## config.mk

```make
export PLATFORM = sky130hd
export DESIGN_NAME = modem_host_status_irq
export DESIGN_NICKNAME = d
export VERILOG_FILES = /design/src/include/pump_status_pkg.sv /design/src/rtl/host_strobe_sync.sv /design/src/rtl/modem_host_status_irq.sv
export SDC_FILE = /design/constraint.sdc
export NUM_CORES = 1
export LEC_CHECK = 0
export ABC_CLOCK_PERIOD_IN_PS = 2100
export BUFFER_PORTS_ARGS = -buffer_cell sky130_fd_sc_hd__buf_2
export CORE_ASPECT_RATIO = 1.25
export CORE_MARGIN = 5
export CORE_UTILIZATION = 52
export DETAILED_ROUTE_END_ITERATION = 7
export PLACE_DENSITY = 0.78
export SLEW_MARGIN = 20
export SYNTH_ARGS = -nofsm -noshare
export SYNTH_HDL_FRONTEND = slang
export SYNTH_HIERARCHICAL = 1
export SYNTH_SLANG_ARGS = --single-unit
```

## constraint.sdc

```tcl
create_clock -name REF_CLK -period 2.1 [get_ports REF_CLK]
set_clock_uncertainty 0.05 [all_clocks]
set_input_delay 0.105 -clock REF_CLK [delete_from_list [all_inputs] [get_ports REF_CLK]]
set_output_delay 0.105 -clock REF_CLK [all_outputs]
set_load 0.01 [all_outputs]
```

## src/include/pump_status_pkg.sv

```systemverilog
package pump_status_pkg;

   // ****************************************
   // register numbers on the RS pins
   // ****************************************
   localparam logic [2:0] ADDR_PARALLEL_DATA = 3'h3;
   localparam logic [2:0] ADDR_RAM_CTRL = 3'h4;
   localparam logic [2:0] ADDR_PUMP_STATUS = 3'h5;
   localparam logic [2:0] ADDR_FRAME_STATUS = 3'h7;

   // ****************************************
   // control register field positions
   // ****************************************
   localparam int RAM_LOW_LSB = 0;
   localparam int RAM_LOW_MSB = 2;
   localparam int BIT_REG_RTS = 3;
   localparam int BIT_PAR_MODE = 4;
   localparam int BIT_RAM_DONE_IE = 5;
   localparam int BIT_RX_READY_IE = 6;
   localparam int BIT_TX_READY_IE = 7;

   // ****************************************
   // status register field positions
   // ****************************************
   localparam int BIT_RESET_PROG = 0;
   localparam int BIT_CARRIER = 1;
   localparam int BIT_RETRAIN = 2;
   localparam int BIT_RESERVED = 3;
   localparam int BIT_TX_BUSY = 4;
   localparam int BIT_RAM_DONE = 5;
   localparam int BIT_RX_READY = 6;
   localparam int BIT_TX_READY = 7;

   // ****************************************
   // reset values
   // ****************************************
   localparam logic [7:0] RAM_CTRL_RESET = 8'h00;
   localparam logic [7:0] PUMP_STATUS_RESET = 8'h40;
   localparam logic [7:0] OCTET_RESET = 8'h00;
   // arbitrary value, stands in for the firmware version
   localparam logic [7:0] FW_VERSION = 8'h5A;
   localparam logic [7:0] READ_ZERO = 8'h00;

   // ****************************************
   // carriers
   // ****************************************
   typedef struct packed {
      logic [2:0] addr;
      logic [7:0] wdata;
      logic rd_pulse;
      logic wr_pulse;
      logic rd_active;
   } bus_req_t;

   typedef struct packed {
      logic reset_done;
      logic data_mode_ready;
      logic retrain_active;
      logic no_signal;
      logic mode_2400;
      logic retrain_req;
      logic tx_start;
      logic tx_buf_empty;
      logic dialing;
      logic standby_write;
      logic ram_done;
      logic rx_valid;
      logic [7:0] rx_octet;
      logic tx_take;
   } pump_evt_t;

endpackage : pump_status_pkg

```

## src/rtl/host_strobe_sync.sv

```systemverilog
`timescale 1ns/1ps
module host_strobe_sync
   import pump_status_pkg::*;
(
   input wire logic clk,
   input wire logic rst,
   input wire logic cs_n,
   input wire logic rd_n,
   input wire logic wr_n,
   input wire logic [2:0] rs,
   input wire logic [7:0] data_i,
   output bus_req_t req
);

   // ****************************************
   // two-flop synchroniser on every bus pin
   // ****************************************
   localparam int PW = 14;
   logic [PW-1:0] meta_r;
   logic [PW-1:0] sync_r;
   logic rd_last_r;
   logic wr_last_r;
   logic sel;
   logic rd_n_s;
   logic wr_n_s;

   always_ff @(posedge clk) begin
      if (rst) begin
         meta_r <= {PW{1'b1}};
         sync_r <= {PW{1'b1}};
      end else begin
         meta_r <= {cs_n, rd_n, wr_n, rs, data_i};
         sync_r <= meta_r;
      end
   end

   assign sel = ~sync_r[13];
   assign rd_n_s = sync_r[12];
   assign wr_n_s = sync_r[11];

   // edges seen only on the settled copy
   always_ff @(posedge clk) begin
      if (rst) begin
         rd_last_r <= 1'b1;
         wr_last_r <= 1'b1;
      end else begin
         rd_last_r <= rd_n_s;
         wr_last_r <= wr_n_s;
      end
   end

   // write taken at the rising edge, where host data is stable
   always_comb begin
      req.addr = sync_r[10:8];
      req.wdata = sync_r[7:0];
      req.rd_pulse = sel & rd_last_r & ~rd_n_s;
      req.wr_pulse = sel & ~wr_last_r & wr_n_s;
      req.rd_active = sel & ~rd_n_s;
   end

endmodule : host_strobe_sync

```

## src/rtl/modem_host_status_irq.sv

```systemverilog
`timescale 1ns/1ps
module modem_host_status_irq
   import pump_status_pkg::*;
(
   input wire logic REF_CLK,
   input wire logic RST,
   input wire logic CS_N,
   input wire logic RD_N,
   input wire logic WR_N,
   input wire logic [2:0] RS,
   input wire logic [7:0] DATA_I,
   output logic [7:0] DATA_O,
   output logic DATA_OE,
   input wire logic RTS_PIN,
   input wire pump_evt_t PUMP_EVT,
   output logic HOST_IRQ_OUT,
   output logic LINE_SIGNAL_DETECT_N,
   output logic RTS_EFFECTIVE,
   output logic PARALLEL_MODE_SELECT,
   output logic [2:0] RAM_CTRL_LOW,
   output logic [7:0] TX_OCTET,
   output logic TX_OCTET_LOADED
);

   // ****************************************
   // host bus front end
   // ****************************************
   bus_req_t req;

   host_strobe_sync u_sync (
      .clk(REF_CLK),
      .rst(RST),
      .cs_n(CS_N),
      .rd_n(RD_N),
      .wr_n(WR_N),
      .rs(RS),
      .data_i(DATA_I),
      .req(req)
   );

   function automatic logic hit(input logic strobe, input logic [2:0] a, input logic [2:0] want);
      hit = strobe & (a == want);
   endfunction : hit

   logic wr_ctrl;
   logic wr_par;
   logic rd_par;
   logic rd_stat;
   assign wr_ctrl = hit(req.wr_pulse, req.addr, ADDR_RAM_CTRL);
   assign wr_par = hit(req.wr_pulse, req.addr, ADDR_PARALLEL_DATA);
   assign rd_par = hit(req.rd_pulse, req.addr, ADDR_PARALLEL_DATA);
   assign rd_stat = hit(req.rd_pulse, req.addr, ADDR_PUMP_STATUS);

   // ****************************************
   // rts pin synchroniser
   // ****************************************
   logic rts_meta_r;
   logic rts_sync_r;

   always_ff @(posedge REF_CLK) begin
      if (RST) begin
         rts_meta_r <= 1'b0;
         rts_sync_r <= 1'b0;
      end else begin
         rts_meta_r <= RTS_PIN;
         rts_sync_r <= rts_meta_r;
      end
   end

   // ****************************************
   // control register
   // ****************************************
   logic [7:0] ctrl_r;
   logic [7:0] ctrl_nxt;

   always_comb begin
      ctrl_nxt = ctrl_r;
      if (wr_ctrl) begin
         ctrl_nxt = req.wdata;
      end
   end

   always_ff @(posedge REF_CLK) begin
      if (RST) begin
         ctrl_r <= RAM_CTRL_RESET;
      end else begin
         ctrl_r <= ctrl_nxt;
      end
   end

   logic par_mode;
   logic reg_request_to_send;
   assign par_mode = ctrl_r[BIT_PAR_MODE];
   assign reg_request_to_send = ctrl_r[BIT_REG_RTS];

   // ****************************************
   // reset in progress
   // ****************************************
   logic reset_in_progress_r;

   always_ff @(posedge REF_CLK) begin
      if (RST) begin
         reset_in_progress_r <= 1'b1;
      end else if (PUMP_EVT.reset_done) begin
         reset_in_progress_r <= 1'b0;
      end
   end

   // ****************************************
   // carrier present
   // ****************************************
   logic carrier_present_r;
   logic carrier_nxt;

   // a fresh entry into data mode outranks any clear in the same cycle
   always_comb begin
      carrier_nxt = carrier_present_r;
      if (PUMP_EVT.data_mode_ready) begin
         carrier_nxt = 1'b1;
      end else if (PUMP_EVT.retrain_active | PUMP_EVT.no_signal) begin
         carrier_nxt = 1'b0;
      end else if (PUMP_EVT.standby_write) begin
         carrier_nxt = 1'b0;
      end
   end

   always_ff @(posedge REF_CLK) begin
      if (RST) begin
         carrier_present_r <= 1'b0;
      end else begin
         carrier_present_r <= carrier_nxt;
      end
   end

   // ****************************************
   // retrain seen
   // ****************************************
   logic retrain_seen_r;

   always_ff @(posedge REF_CLK) begin
      if (RST) begin
         retrain_seen_r <= 1'b0;
      end else if (PUMP_EVT.retrain_req & PUMP_EVT.mode_2400) begin
         retrain_seen_r <= 1'b1;
      end else if (PUMP_EVT.standby_write) begin
         retrain_seen_r <= 1'b0;
      end
   end

   // ****************************************
   // transmitter busy
   // ****************************************
   logic transmitter_busy_r;
   logic busy_nxt;

   // meaningless in framed mode; the pump side must not rely on it there
   always_comb begin
      busy_nxt = transmitter_busy_r;
      if (PUMP_EVT.dialing) begin
         busy_nxt = 1'b1;
      end else if (PUMP_EVT.tx_start & reg_request_to_send) begin
         busy_nxt = 1'b1;
      end else if (PUMP_EVT.standby_write) begin
         busy_nxt = 1'b0;
      end else if (~reg_request_to_send & PUMP_EVT.tx_buf_empty) begin
         busy_nxt = 1'b0;
      end
   end

   always_ff @(posedge REF_CLK) begin
      if (RST) begin
         transmitter_busy_r <= 1'b0;
      end else begin
         transmitter_busy_r <= busy_nxt;
      end
   end

   // ****************************************
   // event flags, set beats clear
   // ****************************************
   logic ram_done_flag_r;
   logic rx_ready_flag_r;
   logic tx_ready_flag_r;
   logic ram_done_nxt;
   logic rx_ready_nxt;
   logic tx_ready_nxt;

   always_comb begin
      ram_done_nxt = ram_done_flag_r;
      if (PUMP_EVT.ram_done) begin
         ram_done_nxt = 1'b1;
      end else if (rd_stat) begin
         ram_done_nxt = 1'b0;
      end
   end

   always_comb begin
      rx_ready_nxt = rx_ready_flag_r;
      if (PUMP_EVT.rx_valid & par_mode) begin
         rx_ready_nxt = 1'b1;
      end else if (rd_par) begin
         rx_ready_nxt = 1'b0;
      end
   end

   always_comb begin
      tx_ready_nxt = tx_ready_flag_r;
      if (PUMP_EVT.tx_take & par_mode) begin
         tx_ready_nxt = 1'b1;
      end else if (wr_par) begin
         tx_ready_nxt = 1'b0;
      end
   end

   always_ff @(posedge REF_CLK) begin
      if (RST) begin
         ram_done_flag_r <= PUMP_STATUS_RESET[BIT_RAM_DONE];
         rx_ready_flag_r <= PUMP_STATUS_RESET[BIT_RX_READY];
         tx_ready_flag_r <= PUMP_STATUS_RESET[BIT_TX_READY];
      end else begin
         ram_done_flag_r <= ram_done_nxt;
         rx_ready_flag_r <= rx_ready_nxt;
         tx_ready_flag_r <= tx_ready_nxt;
      end
   end

   // ****************************************
   // parallel data octets
   // ****************************************
   logic [7:0] rx_octet_r;
   logic [7:0] tx_octet_r;
   logic tx_loaded_r;

   // version shown after reset and standby until the first received octet
   always_ff @(posedge REF_CLK) begin
      if (RST) begin
         rx_octet_r <= FW_VERSION;
      end else if (PUMP_EVT.rx_valid & par_mode) begin
         rx_octet_r <= PUMP_EVT.rx_octet;
      end else if (PUMP_EVT.standby_write) begin
         rx_octet_r <= FW_VERSION;
      end
   end

   always_ff @(posedge REF_CLK) begin
      if (RST) begin
         tx_octet_r <= OCTET_RESET;
         tx_loaded_r <= 1'b0;
      end else begin
         tx_loaded_r <= wr_par;
         if (wr_par) begin
            tx_octet_r <= req.wdata;
         end
      end
   end

   // ****************************************
   // status word and read mux
   // ****************************************
   logic [7:0] status_word;
   logic [7:0] rd_word;

   always_comb begin
      status_word = READ_ZERO;
      status_word[BIT_RESET_PROG] = reset_in_progress_r;
      status_word[BIT_CARRIER] = carrier_present_r;
      status_word[BIT_RETRAIN] = retrain_seen_r;
      status_word[BIT_RESERVED] = 1'b0;
      status_word[BIT_TX_BUSY] = transmitter_busy_r;
      status_word[BIT_RAM_DONE] = ram_done_flag_r;
      status_word[BIT_RX_READY] = rx_ready_flag_r;
      status_word[BIT_TX_READY] = tx_ready_flag_r;
   end

   // status has no write path at all, so host writes there fall away
   always_comb begin
      unique case (req.addr)
         ADDR_PARALLEL_DATA: rd_word = rx_octet_r;
         ADDR_RAM_CTRL: rd_word = ctrl_r;
         ADDR_PUMP_STATUS: rd_word = status_word;
         default: rd_word = READ_ZERO;
      endcase
   end

   logic [7:0] data_o_r;
   logic data_oe_r;

   always_ff @(posedge REF_CLK) begin
      if (RST) begin
         data_o_r <= READ_ZERO;
         data_oe_r <= 1'b0;
      end else begin
         data_oe_r <= req.rd_active;
         if (req.rd_pulse) begin
            data_o_r <= rd_word;
         end
      end
   end

   // ****************************************
   // pins toward host and pump
   // ****************************************
   logic host_irq_r;
   logic lsd_n_r;
   logic rts_eff_r;

   // built from next values so pins track the flags without lag
   always_ff @(posedge REF_CLK) begin
      if (RST) begin
         host_irq_r <= 1'b0;
         lsd_n_r <= 1'b1;
         rts_eff_r <= 1'b0;
      end else begin
         host_irq_r <= (ram_done_nxt & ctrl_nxt[BIT_RAM_DONE_IE])
            | (rx_ready_nxt & ctrl_nxt[BIT_RX_READY_IE])
            | (tx_ready_nxt & ctrl_nxt[BIT_TX_READY_IE]);
         lsd_n_r <= ~carrier_nxt;
         rts_eff_r <= ctrl_nxt[BIT_REG_RTS] | rts_sync_r;
      end
   end

   assign DATA_O = data_o_r;
   assign DATA_OE = data_oe_r;
   assign HOST_IRQ_OUT = host_irq_r;
   assign LINE_SIGNAL_DETECT_N = lsd_n_r;
   assign RTS_EFFECTIVE = rts_eff_r;
   assign PARALLEL_MODE_SELECT = ctrl_r[BIT_PAR_MODE];
   assign RAM_CTRL_LOW = ctrl_r[RAM_LOW_MSB:RAM_LOW_LSB];
   assign TX_OCTET = tx_octet_r;
   assign TX_OCTET_LOADED = tx_loaded_r;

endmodule : modem_host_status_irq

```

==> key figures <==
Run status
  • Status: completed

CTS
  • Post-CTS Setup Inserts: 0
  • CTS tree: done
  • Clock transition at the registers of the reported paths: 0.08 ns
  • Total CTS buffers: 9
  • Clock tree buffer depth: 2
  • H-Tree Depth: 3
  • CTS sink cnt: 76
  • Later-pin clock latency in the skew report: 0.33 ns
  • CTS root buf: clkbuf_8

Die
  • Die Ht: 90.57 microns
  • Initial core utilization: 0.5354
  • I/O pins: 63
  • Die ar.: 6743 sq um
  • Die width: 74.45 microns
  • Row cnt: 29
  • Core area: 5044 sq um

STA
  • WHS: 0.02511 ns
  • Max Clk Rate: 515.9 MHz
  • Min Tclk post-route: 1.939 ns
  • Fin. max-slew vios: 0
  • Worst-Margin Slew: 0.5557 ns
  • Final setup vio count: 0
  • Crit share post-route: 0.9231
  • Hold Vio Cnt, Final: 0
  • Setup TNS: 0 ns
  • Relative slew slack: 0.6295
  • RSZ-0062 raised after global routing: false

Hold path
  • Hold WC Path Type: primary input to register

Drt
  • Vias per cell: 4.903
  • DRT iter0 DRCs: 97
  • Post-DRT Antenna Nets: 0
  • Post-route DRC violation count: 0
  • Drt first pass iters: 4
  • Post-DR wirelength/cell: 12.97 microns
  • Routed WL: 5488 microns
  • Via count: 2074

Logic synthesis
  • Prevailing post-synth register cell: dfxtp_1
  • Yosys cell types: 32
  • Mapped cell area: 2700 sq um
  • Top cells by area, synth: dfxtp_1 56%, or2_1 7.0%, mux2i_1 5.6%
  • Post-synth EDFFs: 0
  • Most instantiated library cell after synthesis: dfxtp_1
  • Synth async-reset ratio: 0
  • Avg Cell Area, Syn: 9.713 sq um
  • Yosys top cell area share: 0.5635
  • Synth Register Bits: 76
  • Synthesized Nets: 316
  • Sequential area share after synthesis: 0.5635
  • Ys Warns: 6
  • Synth cell count leaders: 76 x dfxtp_1, 34 x nor2_1, 30 x or2_1
  • Synth Instances: 278
  • Post-synth top area cell: dfxtp_1

Cells and area
  • Nets: 394
  • Final cell count without fillers: 423
  • Antenna Diode Count: 0
  • Final core occ: 0.6859
  • Post-route cell area: 3460 sq um
  • Fillers: 399
  • Layout cell share with drive strength beyond 1: 0.2521
  • Syn-to-layout area delta: 28.13%

Global routing
  • First-pass GRT wire length: 9190 microns
  • Gr usage total: 0.1743
  • GRT Residual Overflow: 0
  • Largest net degree at the start of global routing: 31
  • Initial antenna violation count: 0
  • Vias in the first global route: 2079

Placement
  • Placed cell count: 380
  • Area of placed instances: 2962 sq um
  • GP Congestion: 0.8107
  • PortBufs: 62
  • Dpl hpwl: 3768 microns

Power
  • Worst vdd ir: 0.5834 mV
  • Pwr dens: 829.9 nW/um^2
  • Leak: 1.469 nW

Worst setup path
  • CP endpoint kind: register
  • Worst Path Arrival: 2.11 ns
  • Max FO, Critical Path: 8
  • CP required: 2.27 ns
  • Setup CP Type: register to register
  • Crit path launch type: register

Run
  • Max-cap violations: 0
-- sequential cells by signal, summed over array words and instances (netlist names), 8 cells and up --
name           flops
DATA_O             8
TX_OCTET           8
ctrl_r             8
rx_octet_r         8
u_sync/meta_r     14
u_sync/sync_r     14
-- area by class of cell --
type	count	area, sq um	area share
clock buffers	10	137.6	0.03978
clock inverters	6	86.33	0.02495
inverters	4	15.01	0.004340
multi-input cells	169	988.4	0.2857
flip-flops and latches	76	1521	0.4398
well taps	62	77.57	0.02242
repair buffers	96	633.1	0.1830
-- through the flow --
| stage | power (mW) | worst slack, ns |
|---|---|---|
| after floorplan | 1.601 | 0.2579 |
| after global placement | 1.642 | 0.2503 |
| after detailed placement | 1.646 | 0.1738 |
| after CTS | 2.894 | 0.1528 |
| after global routing | 2.975 | 0.01928 |
| final | 2.871 | 0.1615 |
-- critical path: stages (launching register included) --
cell	delay [ns]
dfxtp_1	0.33
nor3b_1	0.25
nor4bb_2	0.24
buf_4	0.24
mux2i_2	0.26
nor3_1	0.07
or3_1	0.38
-- placed cells by master (no fill, tap or decap), drive strengths merged --
cell	count
or2	30
a22oi	3
mux2i	15
a211oi	8
nor4b	1
nand2	22
and3b	1
nand2b	1
bufinv	2
or3	1
nand3	4
nand4b	3
buf	69
nor3	7
a22o	1
clkinvlp	1
dfxtp	76
o21ai	6
clkinv	2
clkbuf	10
nor2b	3
nor3b	2
and2	2
nor4bb	1
dlygate4sd3	27
or2b	1
a21o	1
inv	5
nor2	34
a21oi	22
-- where the power goes --
part           total [mW]  switching, mW  internal [mW]
combinational       0.157         0.0652         0.0921
sequential           1.49         0.0158           1.48
clock                1.22          0.518          0.702
-- routing by layer --
layer	global-route usage	vias to the layer above	wire, microns
met5	0	-	0
met4	0.07122	0	48
met3	0.05457	5	363
met2	0.2984	58	2818
met1	0.1940	954	2257
li1	-	1057	-
-- final timing paths --
check,slack [ns],from,endpoint,cells past startpoint
setup reg to reg,0.16,u_sync/sync_r[13],HOST_IRQ_OUT,6
setup / recovery,0.16,u_sync/sync_r[13],HOST_IRQ_OUT,6
hold / removal,0.03,PUMP_EVT[0],tx_ready_flag_r,3
hold reg to reg,0.35,u_sync/meta_r[3],u_sync/sync_r[3],1
-- cells by family after synthesis --
group                  after synthesis  share of synthesized area
AOI/OAI and AO/OA                   41                    0.08990
buffers and inverters               33                    0.07368
DFF                                 76                     0.5635
muxes                               15                    0.05561
and+or+nand+nor                    113                     0.2173
-- timing repair --
action | in CTS | in global routing
hold buffers | 27 | 0
endpoints found under the setup margin | 0 | 1
resized for setup | 0 | 1
endpoints found under the hold margin | 27 | 0
No activity file was read; power rests on OpenSTA's default activity.
